## src/rtl/clkout_pkg.sv

```systemverilog
package clkout_pkg;

  // wishbone widths
  localparam int          ADR_W       = 8;
  localparam int          DAT_W       = 32;
  localparam int          IDX_W       = 6;

  // register indices, byte address is four times the index
  localparam logic [5:0]  IDX_DIV01   = 6'h21;
  localparam logic [5:0]  IDX_CTL2    = 6'h22;
  localparam logic [5:0]  IDX_CTL3    = 6'h23;
  localparam logic [5:0]  IDX_DIV23   = 6'h24;

  // reset values
  localparam logic [7:0]  RST_DIV01   = 8'h01;
  localparam logic [7:0]  RST_DIV23   = 8'h03;
  localparam logic        RST_SRC23   = 1'h1;
  localparam logic [1:0]  RST_FMT     = 2'h1;
  localparam logic [1:0]  RST_MODE_A  = 2'h2;
  localparam logic [1:0]  RST_MODE_B  = 2'h0;

  // field positions inside the control registers
  localparam int          SRC_BIT     = 7;
  localparam int          FMT_HI      = 6;
  localparam int          FMT_LO      = 5;
  localparam int          MA_HI       = 4;
  localparam int          MA_LO       = 3;
  localparam int          MB_HI       = 2;
  localparam int          MB_LO       = 1;

  // driver format codes
  localparam logic [1:0]  FMT_OFF     = 2'h0;
  localparam logic [1:0]  FMT_ACDIFF  = 2'h1;
  localparam logic [1:0]  FMT_HCSL    = 2'h2;
  localparam logic [1:0]  FMT_LVCMOS  = 2'h3;

  // single-ended pin modes
  localparam logic [1:0]  PIN_TRI     = 2'h0;
  localparam logic [1:0]  PIN_LOW     = 2'h1;
  localparam logic [1:0]  PIN_INV     = 2'h2;
  localparam logic [1:0]  PIN_TRUE    = 2'h3;

  // tail current in mA
  localparam logic [4:0]  TAIL_4MA    = 5'h04;
  localparam logic [4:0]  TAIL_6MA    = 5'h06;
  localparam logic [4:0]  TAIL_8MA    = 5'h08;
  localparam logic [4:0]  TAIL_16MA   = 5'h10;

  // hcsl load in ohm, zero means tristated load
  localparam logic [7:0]  LOAD_TRI    = 8'h00;
  localparam logic [7:0]  LOAD_50     = 8'h32;
  localparam logic [7:0]  LOAD_100    = 8'h64;
  localparam logic [7:0]  LOAD_200    = 8'hc8;

  // driven state of one output channel
  typedef struct packed {
    logic       p;
    logic       p_oe;
    logic       n;
    logic       n_oe;
    logic [4:0] tail_ma;
    logic [7:0] load_ohm;
  } drv_t;

endpackage

```

## src/rtl/clk_out_divider.sv

```systemverilog
`timescale 1ns/1ps

module clk_out_divider
  import clkout_pkg::*;
(
  input  wire logic       ref_clk,
  input  wire logic       arst_n,
  input  wire logic       ce,
  input  wire logic       src_level,
  input  wire logic [7:0] div_field,
  output logic            div_clk
);

  typedef struct packed {
    logic       prev;
    logic [7:0] cnt;
    logic       out;
  } div_state_t;

  div_state_t q;
  div_state_t d;
  logic       rise;
  logic [8:0] half;

  // count source rising edges, wrap after field plus one of them
  always_comb begin
    d    = q;
    rise = src_level & ~q.prev;
    half = 9'((9'(div_field) + 9'h001) >> 1);
    d.prev = src_level;
    if (rise) begin
      if (q.cnt >= div_field) begin
        d.cnt = 8'h00;
      end else begin
        d.cnt = q.cnt + 8'h01;
      end
    end
    // divide by one passes the source straight through
    if (div_field == 8'h00) begin
      d.out = src_level;
    end else begin
      d.out = (9'(d.cnt) < half);
    end
  end

  // state register, frozen while ce is low
  always_ff @(posedge ref_clk or negedge arst_n) begin
    if (!arst_n) begin
      q <= '0;
    end else if (ce) begin
      q <= d;
    end
  end

  assign div_clk = q.out;
endmodule // clk_out_divider

```

## src/rtl/clkout_cfg.sv

```systemverilog
`timescale 1ns/1ps

// Summary of operation
// Channels 0 and 1 share one 8-bit divider whose field resets to 0x01.
// Every output divider divides by its field value plus one, from 1 up to 256.
// Channels 2 and 3 share one 8-bit divider whose field resets to 0x03.
// Bit 7 of the channel 2 control picks the first (0) or second (1) synthesizer for pair 2/3, reset 1.
// Channel 2 format in bits 6:5 picks off, AC differential, HCSL or LVCMOS, reset 0x1.
// Channel 3 format in bits 6:5 uses the same coding, reset 0x1, and its bit 7 is reserved.
// In LVCMOS mode1 in bits 4:3 drives the positive pin tristate, low, inverted or true, reset 0x2.
// In differential formats mode1 picks tail current 4, 6, 8 mA, or 16 mA for HCSL else 8 mA.
// In LVCMOS mode2 in bits 2:1 drives the negative pin with the same coding, reset 0x0.
// In HCSL mode2 picks the load: tristated, 50, 100 or 200 ohm.
// Reserved register bits ignore writes and read back as zero.
module clkout_cfg
  import clkout_pkg::*;
(
  input  wire logic             ref_clk,
  input  wire logic             arst_n,
  input  wire logic             ce,
  input  wire logic             first_synth_clk,
  input  wire logic             second_synth_clk,
  input  wire logic             pair01_source_select,
  input  wire logic             wb_cyc_i,
  input  wire logic             wb_stb_i,
  input  wire logic             wb_we_i,
  input  wire logic [ADR_W-1:0] wb_adr_i,
  input  wire logic [3:0]       wb_sel_i,
  input  wire logic [DAT_W-1:0] wb_dat_i,
  output logic      [DAT_W-1:0] wb_dat_o,
  output logic                  wb_ack_o,
  output logic                  pair01_div_clk,
  output logic                  ch2_p,
  output logic                  ch2_p_oe,
  output logic                  ch2_n,
  output logic                  ch2_n_oe,
  output logic      [4:0]       ch2_tail_ma,
  output logic      [7:0]       ch2_load_ohm,
  output logic                  ch3_p,
  output logic                  ch3_p_oe,
  output logic                  ch3_n,
  output logic                  ch3_n_oe,
  output logic      [4:0]       ch3_tail_ma,
  output logic      [7:0]       ch3_load_ohm
);

  typedef struct packed {
    logic [1:0] first_sync;
    logic [1:0] second_sync;
    logic [7:0] div01;
    logic [7:0] div23;
    logic       pair23_source_select;
    logic [1:0] ch2_format;
    logic [1:0] ch2_drive_mode_a;
    logic [1:0] ch2_drive_mode_b;
    logic [1:0] ch3_format;
    logic [1:0] ch3_drive_mode_a;
    logic [1:0] ch3_drive_mode_b;
    logic       ack;
    logic [7:0] rdata;
    drv_t       drv2;
    drv_t       drv3;
  } state_t;

  localparam state_t RST_STATE = '{
    first_sync:           2'h0,
    second_sync:          2'h0,
    div01:                RST_DIV01,
    div23:                RST_DIV23,
    pair23_source_select: RST_SRC23,
    ch2_format:           RST_FMT,
    ch2_drive_mode_a:     RST_MODE_A,
    ch2_drive_mode_b:     RST_MODE_B,
    ch3_format:           RST_FMT,
    ch3_drive_mode_a:     RST_MODE_A,
    ch3_drive_mode_b:     RST_MODE_B,
    ack:                  1'h0,
    rdata:                8'h00,
    drv2:                 '0,
    drv3:                 '0
  };

  state_t           q;
  state_t           d;
  logic             req;
  logic             wr_now;
  logic [IDX_W-1:0] idx;
  logic [7:0]       wbyte;
  logic             first_lvl;
  logic             second_lvl;
  logic             src01_lvl;
  logic             src23_lvl;
  logic             clk01;
  logic             clk23;

  // driver state of one channel from its format and modes
  function automatic drv_t drive(input logic [1:0] fmt,
                                 input logic [1:0] ma,
                                 input logic [1:0] mb,
                                 input logic       clk);
    drv_t r;
    r = '0;
    unique case (fmt)
      FMT_OFF: begin
        r = '0;
      end
      FMT_LVCMOS: begin
        // each pin on its own mode code
        r.p_oe = (ma != PIN_TRI);
        r.p    = (ma == PIN_TRUE) ? clk : ((ma == PIN_INV) ? ~clk : 1'b0);
        r.n_oe = (mb != PIN_TRI);
        r.n    = (mb == PIN_TRUE) ? clk : ((mb == PIN_INV) ? ~clk : 1'b0);
      end
      FMT_ACDIFF, FMT_HCSL: begin
        r.p    = clk;
        r.p_oe = 1'b1;
        r.n    = ~clk;
        r.n_oe = 1'b1;
        unique case (ma)
          2'h0:    r.tail_ma = TAIL_4MA;
          2'h1:    r.tail_ma = TAIL_6MA;
          2'h2:    r.tail_ma = TAIL_8MA;
          2'h3:    r.tail_ma = (fmt == FMT_HCSL) ? TAIL_16MA : TAIL_8MA;
        endcase
        if (fmt == FMT_HCSL) begin
          unique case (mb)
            2'h0:  r.load_ohm = LOAD_TRI;
            2'h1:  r.load_ohm = LOAD_50;
            2'h2:  r.load_ohm = LOAD_100;
            2'h3:  r.load_ohm = LOAD_200;
          endcase
        end
      end
    endcase
    return r;
  endfunction

  // synchronised synthesizer levels and source muxes
  assign first_lvl  = q.first_sync[1];
  assign second_lvl = q.second_sync[1];
  assign src01_lvl  = pair01_source_select ? second_lvl : first_lvl;
  assign src23_lvl  = q.pair23_source_select ? second_lvl : first_lvl;

  // shared divider for channels 0 and 1
  clk_out_divider u_div01 (
    .ref_clk   (ref_clk),
    .arst_n    (arst_n),
    .ce        (ce),
    .src_level (src01_lvl),
    .div_field (q.div01),
    .div_clk   (clk01)
  );

  // shared divider for channels 2 and 3
  clk_out_divider u_div23 (
    .ref_clk   (ref_clk),
    .arst_n    (arst_n),
    .ce        (ce),
    .src_level (src23_lvl),
    .div_field (q.div23),
    .div_clk   (clk23)
  );

  // bus decode, write takes effect at the edge that sees ack high
  assign req    = wb_cyc_i & wb_stb_i;
  assign wr_now = req & wb_we_i & q.ack & wb_sel_i[0];
  assign idx    = wb_adr_i[ADR_W-1:2];
  assign wbyte  = wb_dat_i[7:0];

  // next state
  always_comb begin
    d = q;
    d.first_sync  = {q.first_sync[0], first_synth_clk};
    d.second_sync = {q.second_sync[0], second_synth_clk};
    d.ack         = req & ~q.ack;
    // register writes; unmapped indices are acknowledged and dropped
    if (wr_now) begin
      unique case (idx)
        IDX_DIV01: begin
          d.div01 = wbyte;
        end
        IDX_CTL2: begin
          d.pair23_source_select = wbyte[SRC_BIT];
          d.ch2_format           = wbyte[FMT_HI:FMT_LO];
          d.ch2_drive_mode_a     = wbyte[MA_HI:MA_LO];
          d.ch2_drive_mode_b     = wbyte[MB_HI:MB_LO];
        end
        IDX_CTL3: begin
          d.ch3_format           = wbyte[FMT_HI:FMT_LO];
          d.ch3_drive_mode_a     = wbyte[MA_HI:MA_LO];
          d.ch3_drive_mode_b     = wbyte[MB_HI:MB_LO];
        end
        IDX_DIV23: begin
          d.div23 = wbyte;
        end
        default: begin
          d.div01 = q.div01;
        end
      endcase
    end
    // read data captured with the ack, reserved bits zero
    d.rdata = 8'h00;
    if (req & ~q.ack) begin
      unique case (idx)
        IDX_DIV01: d.rdata = q.div01;
        IDX_CTL2:  d.rdata = {q.pair23_source_select, q.ch2_format,
                              q.ch2_drive_mode_a, q.ch2_drive_mode_b, 1'b0};
        IDX_CTL3:  d.rdata = {1'b0, q.ch3_format,
                              q.ch3_drive_mode_a, q.ch3_drive_mode_b, 1'b0};
        IDX_DIV23: d.rdata = q.div23;
        default:   d.rdata = 8'h00;
      endcase
    end
    // channel drivers from the divided pair 2/3 clock
    d.drv2 = drive(q.ch2_format, q.ch2_drive_mode_a, q.ch2_drive_mode_b, clk23);
    d.drv3 = drive(q.ch3_format, q.ch3_drive_mode_a, q.ch3_drive_mode_b, clk23);
  end

  // single state register, frozen while ce is low
  always_ff @(posedge ref_clk or negedge arst_n) begin
    if (!arst_n) begin
      q <= RST_STATE;
    end else if (ce) begin
      q <= d;
    end
  end

  // outputs
  assign wb_dat_o       = {{(DAT_W-8){1'b0}}, q.rdata};
  assign wb_ack_o       = q.ack;
  assign pair01_div_clk = clk01;
  assign ch2_p          = q.drv2.p;
  assign ch2_p_oe       = q.drv2.p_oe;
  assign ch2_n          = q.drv2.n;
  assign ch2_n_oe       = q.drv2.n_oe;
  assign ch2_tail_ma    = q.drv2.tail_ma;
  assign ch2_load_ohm   = q.drv2.load_ohm;
  assign ch3_p          = q.drv3.p;
  assign ch3_p_oe       = q.drv3.p_oe;
  assign ch3_n          = q.drv3.n;
  assign ch3_n_oe       = q.drv3.n_oe;
  assign ch3_tail_ma    = q.drv3.tail_ma;
  assign ch3_load_ohm   = q.drv3.load_ohm;
endmodule // clkout_cfg

```

## config.mk

```make
export PLATFORM = sky130hd
export DESIGN_NAME = clkout_cfg
export DESIGN_NICKNAME = d
export VERILOG_FILES = /design/src/rtl/clkout_pkg.sv /design/src/rtl/clk_out_divider.sv /design/src/rtl/clkout_cfg.sv
export SDC_FILE = /design/constraint.sdc
export NUM_CORES = 1
export LEC_CHECK = 0
export ABC_AREA = 1
export ABC_CLOCK_PERIOD_IN_PS = 2600
export BUFFER_PORTS_ARGS = -buffer_cell sky130_fd_sc_hd__buf_2
export CORE_MARGIN = 1
export CORE_UTILIZATION = 32
export CTS_BUF_LIST = sky130_fd_sc_hd__clkbuf_8
export CTS_CLUSTER_SIZE = 10
export DETAILED_ROUTE_END_ITERATION = 7
export HOLD_SLACK_MARGIN = 0.03
export PLACE_DENSITY = 0.54
export SYNTH_ARGS = -nofsm -noshare
export SYNTH_HDL_FRONTEND = slang
export SYNTH_SLANG_ARGS = --single-unit
```

## constraint.sdc

```tcl
create_clock -name ref_clk -period 2.6 [get_ports ref_clk]
set_input_delay 0.39 -clock ref_clk [delete_from_list [all_inputs] [get_ports ref_clk]]
set_output_delay 0.39 -clock ref_clk [all_outputs]
set_load 0.1 [all_outputs]
```

==> impl_metrics.json <==
{
  "outcome": "complete, no violations",
  "postLayoutCoreUtil_pct": 38.7,
  "synth_area_leaders": "dfrtp_1, nand2_1, ha_1, buf_4, inv_1",
  "avgSynthCellArea_um2": 8.15,
  "period_needed_ps": 2560,
  "layout.nets": 881,
  "dpl.hpwl_um": 10500,
  "dp_worst_setup_slack_ps": 27.8,
  "ant_nets": 0,
  "start_util_pct": 33.0,
  "cap_viol_max_count": 0,
  "timing.rr.end": "u_div23.div_clk",
  "die-height_um": 136,
  "power_density_nw_per_um2": 539,
  "multiInputGateArea_um2": 3020,
  "clockBufferDepth": 2,
  "grt-ovfl-total": 0,
  "synth_most_common_cell": "nand2_1",
  "crit_fanout": 4,
  "skew_ps": 10.8,
  "wirelength_um": 14000,
  "syn_inst": 702,
  "design.core.area_um2": 17400,
  "r2r_slack_ps": 40,
  "path_buf_inv": 1,
  "worstHoldStart": "second_synth_clk",
  "synth_top_area_share_pct": 35.0,
  "die_width_um": 136,
  "seq_area_um2": 2210,
  "drc_errors": 0,
  "layout_setup_ws_ps": 40.7,
  "htreeDepth": 3,
  "avgRoutedWirePerCell_um": 13.9,
  "cts_tree": "yes",
  "cp_cell_sequence": "o21ai_4 -> nor2_4 -> buf_6 -> nand3_4 -> nor2_4 -> nand2_2 -> o21ai_2 -> nand2_4 -> a31oi_4 -> ha_4 -> nand2_2 -> nor2_2 -> a211oi_2 -> nand2_1 -> nand2_1 -> nand2_1 -> nand2_1",
  "diodes": 0,
  "post-route-period-util_pct": 98.4,
  "ys_ff_latch": 88,
  "synthToLayoutAreaGrowth_pct": 17.4,
  "ys_seq_area_share_pct": 38.7,
  "final-hold-violation-count": 0,
  "numPortBuffers": 63,
  "startpoint_type": "register",
  "r2r-start": "q[55]",
  "yosysUniqueCellTypes": 45,
  "grt_max_degree": 44,
  "place_congestion": 0.828,
  "synth-edff-count": 0,
  "via_count": 4608,
  "row_count": 48,
  "grtUsageTotal_pct": 15.9,
  "criticalPathCategory": "reg -> reg",
  "hp-class": "in -> reg",
  "yosysTopAreaCell": "dfrtp_1",
  "wl_met1_um": 6990,
  "pin_count": 121,
  "relSlewSlack_pct": 58.9,
  "hold_depth": 3,
  "grt_pass1_vias": 4268,
  "worstSetupEndpointType": "register",
  "critical_path.most_common_cell": "nand2_1",
  "insertion_delay_ps": 380,
  "worstPathArrival_ps": 2890,
  "cts.sinks": 88,
  "critPathRequiredTime_ps": 2930,
  "n_fill_cell": 1770,
  "synth_ff_type": "dfrtp_1",
  "setup_viol": 0,
  "drv_slew": 0,
  "avgViaCountPerCell": 4.58,
  "drt-pass1-iter-count": 4,
  "synth_common_cells": "nand2_1, dfrtp_1, inv_1, buf_4, ha_1",
  "top_layer_used": "met4",
  "antenna_found_initial": 0,
  "initialDrtViolationCount": 356,
  "timing.hold.worst_endpoint": "d[73]",
  "grt_pass1_wl_um": 22400,
  "ctsRootBufferMaster": "clkbuf_8",
  "drive_gt1_share_pct": 26.7,
  "fmax_ghz": 0.391,
  "wl_met2_um": 6330,
  "worst_pin_slew_ps": 616,
  "numCtsBuffers": 9,
  "cp_top_family": "simple AND/OR/NAND/NOR gates",
  "die_area_um2": 18400,
  "clkTransAtPathRegs_ps": 90,
  "synth_warnings": 0,
  "ff2ff_path_depth": 17,
  "p_leak_nw": 3.29,
  "irDropWorstVdd_v": 0.000245,
  "async_flop_share_pct": 100,
  "slowest_delay_ps": 610,
  "rsz0062_at_grt": "true",
  "dr_wl_met3_um": 431,
  "synth_area_um2": 5720,
  "slowest_stage": "dfstp_2"
}
placed cells by master, fill, tap and decap left out, types with 5 or more instances in the layout:
cell         n
a32o_1       6
inv_1       71
conb_1      28
dfrtp_1     79
nand3_1     14
dfstp_2      8
buf_2       62
nand4_1      5
nor2_1      18
buf_4       43
xor2_1      12
clkbuf_8    10
nor2_4       6
a22o_1       7
o21ai_0     20
o31ai_1      6
inv_2       17
ha_4         6
nand2_2     11
o21ai_1     45
nand2_1    172
ha_1        44
nor2_2       9
a21oi_1     20
o2111ai_1    6
power breakdown:
group,internal [mW],switching (mW),total (mW)
Combinational,0.426,0.749,1.18
Clock,0.369,0.536,0.905
Sequential,1.44,0.0968,1.54
worst max-delay path by stage:
stage | startpoint | to | cells after the start
2_1_floorplan | q[57] | u_div23.div_clk | 19
3_3_place_gp | q[57] | u_div23.div_clk | 19
3_5_place_dp | q[57] | u_div23.div_clk | 19
4_1_cts | q[69] | u_div01.div_clk | 17
5_1_grt | q[55] | u_div23.div_clk | 17
6_report | q[55] | u_div23.div_clk | 17
metrics by stage:
step	total power, mW	setup TNS [ps]	area [um2]	hold slack (ps)	cells
floorplan	2.32	0	5820	94.4	729
global placement	2.54	0	6190	283	979
detailed placement	2.55	0	6190	287	979
CTS	3.46	0	6370	198	995
global route	3.85	-162	6710	212	1007
finish	3.62	0	6710	210	1007
layout make-up:
class	count	share of cell area [%]
well taps	225	4.19
clock buffers	10	2.05
inverters	90	5.03
multi-input cells	480	45.0
clock inverters	5	0.503
repair buffers	109	10.2
flip-flops and latches	88	33.0
layer usage:
metal,track usage (%),vias up
li1,-,2368
met1,22.7,2136
met2,24.1,90
met3,2.10,14
met4,6.37,0
met5,0,-
cell families after synthesis:
family          count (synthesis)  synth area share (%)
simple gates                  257                  19.9
xor+xnor                       14                  2.14
buf+inv                       161                  14.5
flops                          88                  38.7
compound gates                131                  13.8
fa+ha+maj                      50                  10.9
other cells                     1                0.0656
registers in the layout, summed over array words and instances (netlist names), 2 cells and up:
register / cells
u_div01.q: 9
wb_dat_o: 8
ch2_tail_ma: 4
ch2_load_ohm: 5
ch3_load_ohm: 5
q: 30
d: 2
ch3_tail_ma: 4
u_div23.q: 9
repair_timing:
item,in CTS,in global routing
endpoints found under the hold margin,15,0
buffers inserted,0,12
hold buffers,1,0
gates resized for setup,1,52
pin swaps,0,23
endpoints found under the setup margin,1,2
worst register-to-register path: cells and delay by family (launching register included):
| family | cells | cell delay, ps |
|---|---|---|
| fa+ha+maj | 1 | 230 |
| buf+inv | 1 | 140 |
| compound gates | 4 | 670 |
| simple gates | 11 | 870 |
| flops | 1 | 610 |
No activity file was read; power rests on OpenSTA's default activity.
